`config.mk`:
```
export PLATFORM = sky130hd
export DESIGN_NAME = telemetry_text_framer
export DESIGN_NICKNAME = d
export VERILOG_FILES = /design/src/inc/telemetry_pkg.sv /design/src/logic/telemetry_text_framer.sv
export SDC_FILE = /design/constraint.sdc
export NUM_CORES = 1
export LEC_CHECK = 0
export CELL_PAD_IN_SITES_DETAIL_PLACEMENT = 2
export CELL_PAD_IN_SITES_GLOBAL_PLACEMENT = 2
export CORE_MARGIN = 1
export CORE_UTILIZATION = 42
export DETAILED_ROUTE_END_ITERATION = 10
export DONT_BUFFER_PORTS = 1
export PLACE_DENSITY_LB_ADDON = 0.1
export SLEW_MARGIN = 20
export SYNTH_ARGS = -nofsm -noshare
export SYNTH_HDL_FRONTEND = slang
export SYNTH_SLANG_ARGS = --single-unit
```
`constraint.sdc`:
```
create_clock -name clock -period 10.4 [get_ports clock]
set_clock_uncertainty 0.1 [all_clocks]
set_input_delay 1.04 -clock clock [delete_from_list [all_inputs] [get_ports clock]]
set_output_delay 1.04 -clock clock [all_outputs]
set_load 0.05 [all_outputs]
```
`src/inc/telemetry_pkg.sv`:
```
// constants and carrier types of the telemetry text framer
// assumes a 40 MHz system clock and 10-bit sensor conversion codes
package telemetry_pkg;
   // ----------------------------------------------------------------
   // register map
   // ----------------------------------------------------------------
   localparam logic [7:0]  REG_CTRL      = 8'h00;
   localparam logic [7:0]  REG_INTERVAL  = 8'h04;
   localparam logic [7:0]  REG_STATUS    = 8'h08;
   localparam int unsigned CTRL_EN_BIT   = 0;
   localparam int unsigned CTRL_PROF_BIT = 1;
   localparam int unsigned STAT_BUSY_BIT = 8;
   localparam int unsigned STAT_PEND_BIT = 9;
   localparam logic [1:0]  RST_CTRL      = 2'h0;
   localparam logic [15:0] RST_INTERVAL  = 16'h003C;
   // ----------------------------------------------------------------
   // timing
   // ----------------------------------------------------------------
   localparam int unsigned CLK_HZ      = 40_000_000;
   localparam int unsigned TICK_S      = 1;
   localparam int unsigned TICK_CYCLES = CLK_HZ * TICK_S;
   // ----------------------------------------------------------------
   // report layout
   // ----------------------------------------------------------------
   localparam logic [7:0] CH_T     = 8'h54;
   localparam logic [7:0] CH_HASH  = 8'h23;
   localparam logic [7:0] CH_COMMA = 8'h2C;
   localparam logic [7:0] CH_ZERO  = 8'h30;
   localparam logic [5:0] HDR_LEN  = 6'h02;
   localparam logic [5:0] BITS_POS = 6'h1A;
   localparam logic [5:0] LAST_POS = 6'h21;
   localparam int unsigned ADC_SHIFT = 2;
   // ----------------------------------------------------------------
   // types
   // ----------------------------------------------------------------
   typedef enum logic [0:0] {
      ST_IDLE = 1'b0,
      ST_EMIT = 1'b1
   } state_t;
   typedef struct packed {
      logic       last;
      logic [7:0] ch;
   } char_beat_t;
   typedef struct packed {
      logic [7:0] seq;
      logic [7:0] temp;
      logic [7:0] supply;
      logic [7:0] ain1;
      logic [7:0] ain2;
      logic [7:0] radio;
      logic       aux;
      logic       prof;
   } sample_t;
endpackage

```
`src/logic/telemetry_text_framer.sv`:
```
// telemetry text framer: builds the periodic text report and a FIFO
// assumes synchronous inputs, one clock, and a byte-wide downstream
// encoder that takes a character on char_valid and char_ready high
//
// Overview of operation
// - if enabled, one report per elapsed interval; none starts when off.
// - report opens with T#, then six three-digit zero-padded fields.
// - each numeric field carries one byte, value 0 to 255.
// - field order: sequence, temperature, supply, input one, two, radio.
// - sequence count rises by one per report sent, wrapping at a byte.
// - temperature count times 1.9608 gives kelvins.
// - supply count divided by 13.84 gives volts.
// - analogue inputs span 0 to 5 V at 51 counts per volt.
// - an eight binary digit field follows; only two low digits used.
// - rightmost binary digit shows the active configuration profile.
// - next binary digit shows the fourth auxiliary digital input.
`timescale 1ns/1ps
`default_nettype none

// ------------------------------------------------------------------
// flip-flop FIFO
// ------------------------------------------------------------------
module fifo_buf #(
   parameter int unsigned W     = 9,
   parameter int unsigned DEPTH = 16
) (
   // clock and reset
   input  wire logic         clock,
   input  wire logic         rst,
   // fill side
   input  wire logic         in_valid,
   output logic             in_ready,
   input  wire logic [W-1:0] in_data,
   // drain side
   output logic             out_valid,
   input  wire logic         out_ready,
   output logic [W-1:0]     out_data
);
   localparam int unsigned AW = $clog2(DEPTH);
   logic [W-1:0] mem_q [DEPTH];
   logic [AW-1:0] wp_q, wp_d, rp_q, rp_d;
   logic [AW:0]   cnt_q, cnt_d;
   logic          push, pop;

   always_comb begin
      in_ready  = cnt_q != (AW+1)'(DEPTH);
      out_valid = cnt_q != '0;
      out_data  = mem_q[rp_q];
      push      = in_valid && in_ready;
      pop       = out_valid && out_ready;
      wp_d      = push ? wp_q + 1'b1 : wp_q;
      rp_d      = pop ? rp_q + 1'b1 : rp_q;
      cnt_d     = cnt_q + {{AW{1'b0}}, push} - {{AW{1'b0}}, pop};
   end

   always_ff @(posedge clock or posedge rst) begin
      if (rst) begin
         wp_q  <= '0;
         rp_q  <= '0;
         cnt_q <= '0;
      end else begin
         wp_q  <= wp_d;
         rp_q  <= rp_d;
         cnt_q <= cnt_d;
      end
   end

   // storage carries no reset; it is only read behind the count
   always_ff @(posedge clock) begin
      if (push) begin
         mem_q[wp_q] <= in_data;
      end
   end
endmodule

// ------------------------------------------------------------------
// report builder
// ------------------------------------------------------------------
module telemetry_text_framer #(
   parameter int unsigned ADC_W       = 10,
   parameter int unsigned FIFO_DEPTH  = 16,
   parameter int unsigned TICK_CYCLES = telemetry_pkg::TICK_CYCLES
) (
   // clock and reset
   input  wire logic             clock,
   input  wire logic             rst,
   // register port
   input  wire logic [7:0]       reg_addr,
   input  wire logic [31:0]      reg_wdata,
   input  wire logic             reg_wr,
   input  wire logic             reg_rd,
   output logic [31:0]           reg_rdata,
   // sensor conversion codes and digital line
   input  wire logic [ADC_W-1:0] temp_adc,
   input  wire logic [ADC_W-1:0] supply_adc,
   input  wire logic [ADC_W-1:0] header_analog_in_first,
   input  wire logic [ADC_W-1:0] header_analog_in_second,
   input  wire logic [ADC_W-1:0] radio_connector,
   input  wire logic             aux_digital_in_fourth,
   // character stream to the packet encoder
   output logic [7:0]            char_data,
   output logic                  char_last,
   output logic                  char_valid,
   input  wire logic             char_ready
);
   localparam int unsigned TW = $clog2(TICK_CYCLES);

   // ----------------------------------------------------------------
   // registers and timers
   // ----------------------------------------------------------------
   logic [1:0]  ctrl_q, ctrl_d;
   logic [15:0] ivl_q, ivl_d, icnt_q, icnt_d;
   logic [31:0] rdata_q, rdata_d;
   logic [TW-1:0] tick_q, tick_d;
   logic          tick, pend_q, pend_d, trig, en;
   telemetry_pkg::state_t     st_q, st_d;
   logic [5:0]                pos_q, pos_d;
   logic [7:0]                seq_q, seq_d;
   telemetry_pkg::sample_t    smp_q, smp_d;
   telemetry_pkg::char_beat_t beat, fout, out_q, out_d;
   logic push, fin_ready, fout_valid, fout_ready, ov_q, ov_d, start;

   assign en = ctrl_q[telemetry_pkg::CTRL_EN_BIT];

   always_comb begin
      ctrl_d  = ctrl_q;
      ivl_d   = ivl_q;
      rdata_d = 32'h0000_0000;
      if (reg_wr && reg_addr == telemetry_pkg::REG_CTRL) begin
         ctrl_d = reg_wdata[1:0];
      end
      if (reg_wr && reg_addr == telemetry_pkg::REG_INTERVAL) begin
         ivl_d = reg_wdata[15:0];
      end
      if (reg_rd) begin
         case (reg_addr)
            telemetry_pkg::REG_CTRL:     rdata_d = {30'h0, ctrl_q};
            telemetry_pkg::REG_INTERVAL: rdata_d = {16'h0, ivl_q};
            telemetry_pkg::REG_STATUS:
               rdata_d = {22'h0, pend_q, st_q == telemetry_pkg::ST_EMIT,
                          seq_q};
            default:                     rdata_d = 32'h0000_0000;
         endcase
      end
   end

   // a seconds tick drives the interval; an interval of zero acts as one
   always_comb begin
      tick   = tick_q == TW'(TICK_CYCLES - 1);
      tick_d = tick ? '0 : tick_q + 1'b1;
      trig   = 1'b0;
      icnt_d = icnt_q;
      if (!en) begin
         icnt_d = '0;
      end else if (tick) begin
         if (icnt_q + 16'h0001 >= ivl_q) begin
            icnt_d = '0;
            trig   = 1'b1;
         end else begin
            icnt_d = icnt_q + 16'h0001;
         end
      end
      start  = st_q == telemetry_pkg::ST_IDLE && pend_q && en;
      // a new trigger wins over the clear by start
      pend_d = en && ((pend_q && !start) || trig);
   end

   always_ff @(posedge clock or posedge rst) begin
      if (rst) begin
         ctrl_q  <= telemetry_pkg::RST_CTRL;
         ivl_q   <= telemetry_pkg::RST_INTERVAL;
         rdata_q <= 32'h0000_0000;
         tick_q  <= '0;
         icnt_q  <= '0;
         pend_q  <= 1'b0;
      end else begin
         ctrl_q  <= ctrl_d;
         ivl_q   <= ivl_d;
         rdata_q <= rdata_d;
         tick_q  <= tick_d;
         icnt_q  <= icnt_d;
         pend_q  <= pend_d;
      end
   end
   assign reg_rdata = rdata_q;

   // ----------------------------------------------------------------
   // character generation
   // ----------------------------------------------------------------
   function automatic logic [7:0] digit(input logic [7:0] v,
                                        input logic [1:0] k);
      logic [7:0] d;
      d = 8'h00;
      case (k)
         2'h0:    d = v / 8'h64;
         2'h1:    d = (v / 8'h0A) % 8'h0A;
         default: d = v % 8'h0A;
      endcase
      return telemetry_pkg::CH_ZERO + d;
   endfunction

   logic [5:0] q;
   logic [7:0] fv;
   logic [2:0] b;
   always_comb begin
      q  = pos_q - telemetry_pkg::HDR_LEN;
      b  = 3'(pos_q - telemetry_pkg::BITS_POS);
      fv = 8'h00;
      case (q[5:2])
         4'h0:    fv = smp_q.seq;
         4'h1:    fv = smp_q.temp;
         4'h2:    fv = smp_q.supply;
         4'h3:    fv = smp_q.ain1;
         4'h4:    fv = smp_q.ain2;
         default: fv = smp_q.radio;
      endcase
      beat.last = pos_q == telemetry_pkg::LAST_POS;
      if (pos_q == 6'h00) begin
         beat.ch = telemetry_pkg::CH_T;
      end else if (pos_q == 6'h01) begin
         beat.ch = telemetry_pkg::CH_HASH;
      end else if (pos_q < telemetry_pkg::BITS_POS) begin
         if (q[1:0] == 2'h3) begin
            beat.ch = telemetry_pkg::CH_COMMA;
         end else begin
            beat.ch = digit(fv, q[1:0]);
         end
      end else begin
         // six zeros, then the two live digits
         case (b)
            3'h6:    beat.ch = telemetry_pkg::CH_ZERO
                               + {7'h0, smp_q.aux};
            3'h7:    beat.ch = telemetry_pkg::CH_ZERO
                               + {7'h0, smp_q.prof};
            default: beat.ch = telemetry_pkg::CH_ZERO;
         endcase
      end
   end

   // ----------------------------------------------------------------
   // report sequencer
   // ----------------------------------------------------------------
   always_comb begin
      st_d  = st_q;
      pos_d = pos_q;
      seq_d = seq_q;
      smp_d = smp_q;
      push  = 1'b0;
      case (st_q)
         telemetry_pkg::ST_IDLE: begin
            if (start) begin
               // one snapshot per report
               // 10-bit codes at a 5 V reference, top eight bits kept:
               // 51.2 counts per volt
               // sensor 10 mV/K gives 0.512 counts/K
               // supply over 3.7 gives 13.84 counts/V
               smp_d.seq    = seq_q;
               smp_d.temp   = temp_adc[ADC_W-1 -: 8];
               smp_d.supply = supply_adc[ADC_W-1 -: 8];
               smp_d.ain1   = header_analog_in_first[ADC_W-1 -: 8];
               smp_d.ain2   = header_analog_in_second[ADC_W-1 -: 8];
               smp_d.radio  = radio_connector[ADC_W-1 -: 8];
               smp_d.aux    = aux_digital_in_fourth;
               smp_d.prof   = ctrl_q[telemetry_pkg::CTRL_PROF_BIT];
               pos_d = '0;
               st_d  = telemetry_pkg::ST_EMIT;
            end
         end
         telemetry_pkg::ST_EMIT: begin
            push = fin_ready; // a full FIFO stalls the sequencer
            if (push) begin
               pos_d = pos_q + 6'h01;
               if (beat.last) begin
                  seq_d = seq_q + 8'h01;
                  st_d  = telemetry_pkg::ST_IDLE;
               end
            end
         end
         default: st_d = telemetry_pkg::ST_IDLE;
      endcase
   end

   always_ff @(posedge clock or posedge rst) begin
      if (rst) begin
         st_q  <= telemetry_pkg::ST_IDLE;
         pos_q <= '0;
         seq_q <= '0;
         smp_q <= '0;
      end else begin
         st_q  <= st_d;
         pos_q <= pos_d;
         seq_q <= seq_d;
         smp_q <= smp_d;
      end
   end

   // ----------------------------------------------------------------
   // buffer and registered output stage
   // ----------------------------------------------------------------
   fifo_buf #(.W(9), .DEPTH(FIFO_DEPTH)) u_fifo (
      .clock     (clock),
      .rst       (rst),
      .in_valid  (push),
      .in_ready  (fin_ready),
      .in_data   (beat),
      .out_valid (fout_valid),
      .out_ready (fout_ready),
      .out_data  (fout)
   );

   always_comb begin
      fout_ready = !ov_q || char_ready;
      out_d      = out_q;
      ov_d       = ov_q && !char_ready;
      if (fout_valid && fout_ready) begin
         out_d = fout;
         ov_d  = 1'b1;
      end
   end

   always_ff @(posedge clock or posedge rst) begin
      if (rst) begin
         out_q <= '0;
         ov_q  <= 1'b0;
      end else begin
         out_q <= out_d;
         ov_q  <= ov_d;
      end
   end
   assign char_data  = out_q.ch;
   assign char_last  = out_q.last;
   assign char_valid = ov_q;
endmodule

`default_nettype wire

```
Yosys cells after proc, flatten, opt, wreduce, memory -nomap -nowiden
Memories as Yosys holds them, arrays and structs flattened. A register that Yosys moved wholly into a read port is not among the register bits. Cells that the tools add are included.

Logic and storage cells: 112. Flip-flop bits (word level): 172. Bits in latches: 0. RAM bits: 144. Output and inout port bits: 42. Memories: 1. Bits of input ports: 96. Memory bits (read-only): 0.

Order comparisons: 2. Equal/unequal tests: 17. Multipliers: 0. Multiplexer cells: 31. Shift operators: 0. Bitwise operators: 1. Divide/modulo/power cells: 4. Reduce and logical (&&, ||, !) cells: 22. $add $sub $neg: 13.

Memories: u_fifo.mem_q (words 16, width 9, read ports 1, clocked after memory_dff 1, wr ports 1, RTL line telemetry_text_framer.sv:40) `logic [W-1:0] mem_q [DEPTH];`.

Operators with widths (number): $mux W16 (4); $mux W8 (8); $pmux W16 S3 (1); $pmux W8 S5 (1); $add A26 B1 Y26 const B (1); $eq A26 B26 Y1 const B (1); $mux W26 (1); $add A16 B1 Y16 const B (1); $ge A16 B16 Y1 (1); $mod A8 B4 Y8 const B (2); $pmux W8 S2 (1); $add A6 B1 Y7 const A (2); $pmux W7 S2 (1); $mux W6 (2); $pmux W6 S2 (1); $mux W1 (10); $logic_and A1 B1 Y1 (9); $add A4 B1 Y4 const B (2); $add A6 B8 Y8 const A (1); $add A8 B1 Y8 const B (1); $div A8 B4 Y8 const B (1); $div A8 B7 Y8 const B (1); $eq A4 B2 Y1 const B (2); $eq A8 B3 Y1 const B (1); 28 further kinds (34).

Longest topological paths before layout
Depth in word-level cells: 15. Depth in mapped cells: 34. Gate-level depth less buffers: 30.

By module
Synthesis repeated with hierarchy kept, for this count alone.

Cell total of the unflattened synthesis: 1450. Area total of the unflattened synthesis: 16291.9 sq um.

By module, submodules not included: telemetry_text_framer (area each 9932.0 sq um, instances 1, cells each 1101, seq. area each 3808.7 sq um); fifo_buf (area each 6359.8 sq um, instances 1, cells each 349, seq. area each 4649.5 sq um).

Worst setup path after synthesis
OpenSTA, ideal clock, no wires.

Path kind: register to register. Start point: register pos_q[2]. End point: memory u_fifo.mem_q[0][5] (data pin). Required time: 10009 ps. Buffers on the path: 5. Clock period less this slack: 7295 ps. Slack: 3105 ps. Arrival time: 6904 ps. Library setup time: 291 ps. Stages on the path, launching flop included: 34. Cell sequence: dfrtp_1 > buf_2 > inv_1 > ha_1 > xor2_1 > or3b_1 > buf_2 > nand2_1 > buf_2 > o22a_2 > inv_2 > clkbuf_1 > ha_1 > o221ai_1 > and3_1 > buf_2 > mux2i_4 > nand4_1 > a31oi_4 > xnor2_1 > ha_1 > nor3b_1 > a221oi_1 > and2_1 > a31oi_1 > o21ai_1 > xnor2_1 > ha_1 > inv_1 > a21oi_1 > nor3_1 > a211o_1 > ha_1 > a21oi_1.

RTL lines: from (decl) (RTL line telemetry_text_framer.sv:117) `logic [5:0] pos_q, pos_d;`; from (signal assigned) (RTL line telemetry_text_framer.sv:291) `pos_q <= pos_d;`; to (decl) (RTL line telemetry_text_framer.sv:40).

==> impl_metrics.csv <==
group,metric,value,unit
routing,routed_wirelength,43.1,mm
synthesis,synth_area,15600,um2
final_layout,final_cells,1835,
setup_path,cpMostUsedCell,"ha_1",
synthesis,yosys_warnings,0,
setup_path,crit_path_end_kind,"register",
power,p_leak,6.77,nW
power,p_sw,0.732,mW
hold_path,hp-start,"smp_q[38]$_DFFE_PP0P_",
synthesis,synth.avg_cell_area,11.6,um2
routing,viasPerCell,5.70,
hold_path,hold_class,"register to register",
setup_path,crit_arrival,9.65,ns
synthesis,synthArstFlopShare,53.4,%
synthesis,synth_ff_type,"dfrtp_1",
clock_network,cts.repair.resized,0,
timing,fin_tns_setup,0,ns
timing,slew_headroom,29.0,%
timing,layout_setup_ws,0.855,ns
floorplanning,start_util,42.7,%
synthesis,synth_cell_types,84,
setup_path,cp-start-kind,"register",
global_route,antenna_found_initial,0,
floorplanning,io_pins,138,
final_layout,drive_above_1_share,13.8,%
clock_network,cts_max_level,2,
power,power,2.93,mW
hold_path,hold_path_depth,2,
final_layout,fin_util,47.2,%
setup_path,r2r.worst_path.cells,28,
final_layout,nFillCells,3661,
final_layout,final_area,17200,um2
power,p_int,2.20,mW
power,ir_drop,0.183,mV
job,maxCapViolations,0,
clock_network,clock_path_buffers,3,
final_layout,area_growth,10.5,%
timing,setup_viol,0,
global_route,grt_first_pass_wirelength,68.0,mm
setup_path,cp.required,10.50,ns
synthesis,ys_seq_elements,309,
synthesis,synth_top_area_cell,"edfxtp_1",
routing,drc,0,
clock_network,numClockSinks,309,
global_route,grtUsageTotal,23.4,%
routing,drt_first_pass_iters,5,
final_layout,layout_commonest_cell,"nand2_1",
final_layout,antennaDiodeCount,0,
setup_path,crit_family,"compound AO/OA/AOI/OAI gates",
timing,period_share,91.8,%
power,pwr_density_cell,170,nW/um2
floorplanning,core-area,36500,um2
floorplanning,rows,70,
hold_path,hold_end,"smp_q[38]$_DFFE_PP0P_",
placed_design,placed_cell_area,16000,um2
placed_design,dp.cells,1770,
floorplanning,die_width,195,um
timing,hold_viol_final,0,
timing,maxSlewViolCount,0,
setup_path,slowest_stage,"o21ai_1",
final_layout,seqCellArea,8460,um2
synthesis,netlist.area_leader.share,27.7,%
clock_network,cts_made_buffers,36,
timing,fin_hold_ws,0.368,ns
clock_network,clk_latency,0.55,ns
floorplanning,die_h,195,um
setup_path,crit_fanout,16,
power,seqPwrFrac,45.6,%
timing,layout_min_cycle_time,9.55,ns
power,combPwrFrac,10.1,%
setup_path,slowest_delay,0.77,ns
global_route,grt_overflow,0,
clock_network,hold_buffers,0,
setup_path,r2r_slack,0.85,ns
setup_path,reg2reg_from,"pos_q[1]$_DFFE_PP0P_",
final_layout,multi_input_area,6710,um2
clock_network,cts-root-buf,"clkbuf_16",
clock_network,cts_tree,"yes",
placed_design,gp_congestion,0.769,
routing,drtIter0Drc,511,
clock_network,cts_setup_buffers,0,
timing,max_freq,105,MHz
timing,rsz0062_at_grt,"no",
routing,ant_nets,0,
synthesis,netlist_instances,1346,
placed_design,dp_hpwl,28.7,mm
routing,wl_per_cell,23.5,um
floorplanning,dieArea,37900,um2
power,power_frac_clock,44.4,%
power,swShare,25.0,%
synthesis,synth_edf_count,144,
global_route,grt_pass1_vias,11625,
routing,vias,10466,
setup_path,crit_buf_inv,3,
setup_path,r2r_end,"u_fifo.mem_q[0][6]$_DFFE_PP_",
placed_design,dpl_worst_slack,0.776,ns
final_layout,nNetsFinal,1489,
global_route,grt_max_degree,91,
synthesis,yosysSeqAreaShare,54.3,%
placed_design,port_buffers,0,
synthesis,synth.area.top_cells,"edfxtp_1, dfrtp_1, mux4_2",
final_layout,final_cell_mix,"nand2_1, dfrtp_1, edfxtp_1",
timing,worstMarginPinSlew,1.07,ns
status,status,"finished, final reports clean",
setup_path,path_class,"register to register",
clock_network,clkTransAtPathRegs,0.06,ns
cell usage after synthesis, types with 5 or more instances:
cell type,number
ha_1,52
and2_1,26
nand3_1,43
nor2b_1,8
mux2i_1,16
xnor2_1,44
edfxtp_1,144
dfrtp_1,161
and3_1,24
a22oi_1,9
a21oi_1,46
a211oi_1,6
o31ai_1,5
a21o_1,22
inv_2,5
inv_1,44
o22ai_1,5
mux4_2,45
a22o_1,15
o21ai_0,29
nor3b_1,5
mux2_2,35
nand2b_1,11
clkbuf_1,37
nand2_1,227
o21ai_1,7
buf_2,13
nor4_1,6
a221oi_1,5
a31oi_1,11
nand4_1,9
nor3_1,20
buf_4,16
xor2_1,23
nor2_1,85
per-layer routing:
| layer | vias up | wire [um] | share of wire (%) | global-route usage [%] |
|---|---|---|---|---|
| li1 | 4814 | - | - | - |
| met1 | 5402 | 19500 | 45 | 31.2 |
| met2 | 201 | 21200 | 49 | 39.5 |
| met3 | 49 | 1670 | 3.9 | 4.22 |
| met4 | 0 | 724 | 1.7 | 5.67 |
| met5 | - | 0 | 0 | 0 |
worst reg2reg max path: cells and delay by family, from the launching register on:
kind	cells	cell delay [ns]
buf+inv	3	0.46
mux	1	0.37
fa+ha+maj	5	1.76
compound gates	9	3.02
simple gates	7	2.18
flops	1	0.53
xor+xnor	3	0.80
area by class of cell:
class	instances	share of cell area [%]
Clock buffer	50	6.02
Clock inverter	15	0.952
Inverter	49	1.10
Multi-Input combinational cell	933	38.9
Sequential cell	309	49.1
Tap cell	468	3.40
Timing Repair Buffer	11	0.479
logic make-up after synthesis:
| kind of cell | Yosys count | synth area share, % |
|---|---|---|
| and+or+nand+nor | 490 | 14.5 |
| buffers and inverters | 119 | 3.36 |
| xor gates and xnor gates | 67 | 3.76 |
| adders and majority gates | 53 | 4.30 |
| muxes | 97 | 10.2 |
| other | 1 | 0.0241 |
| AOI/OAI and AO/OA | 210 | 9.57 |
| DFF | 309 | 54.3 |
worst max-delay path by stage:
stage / from / to / slack, ns / cells after the start
detailed placement: pos_q[1]$_DFFE_PP0P_ / u_fifo.mem_q[12][5]$_DFFE_PP_ / 0.78 / 27
CTS: pos_q[1]$_DFFE_PP0P_ / u_fifo.mem_q[12][5]$_DFFE_PP_ / 0.66 / 27
global route: pos_q[1]$_DFFE_PP0P_ / u_fifo.mem_q[3][6]$_DFFE_PP_ / 0.09 / 28
floorplan: pos_q[2]$_DFFE_PP0P_ / u_fifo.mem_q[0][5]$_DFFE_PP_ / 3.10 / 33
finish: pos_q[1]$_DFFE_PP0P_ / u_fifo.mem_q[0][6]$_DFFE_PP_ / 0.85 / 28
global placement: pos_q[1]$_DFFE_PP0P_ / u_fifo.mem_q[4][6]$_DFFE_PP_ / 1.30 / 28
flip-flops by register name (all words and copies together), names as in the netlist:
signal	cells
u_fifo.mem_q	144
smp_q	50
tick_q	26
icnt_q	16
ivl_q	16
reg_rdata	16
char_data	8
seq_q	8
pos_q	6
u_fifo.cnt_q	5
u_fifo.rp_q	4
u_fifo.wp_q	4
ctrl_q	2
char_last	1
char_valid	1
pend_q	1
st_q	1
power groups by stage:
| stage | clock [mW] | combinational (mW) | sequential [mW] |
|---|---|---|---|
| 2_1_floorplan | 0 | 0.262 | 1.33 |
| 3_3_place_gp | 0 | 0.292 | 1.36 |
| 3_5_place_dp | 0 | 0.304 | 1.36 |
| 4_1_cts | 1.33 | 0.305 | 1.34 |
| 5_1_grt | 1.36 | 0.332 | 1.34 |
| 6_report | 1.30 | 0.295 | 1.34 |
No activity file was read; power rests on OpenSTA's default activity.
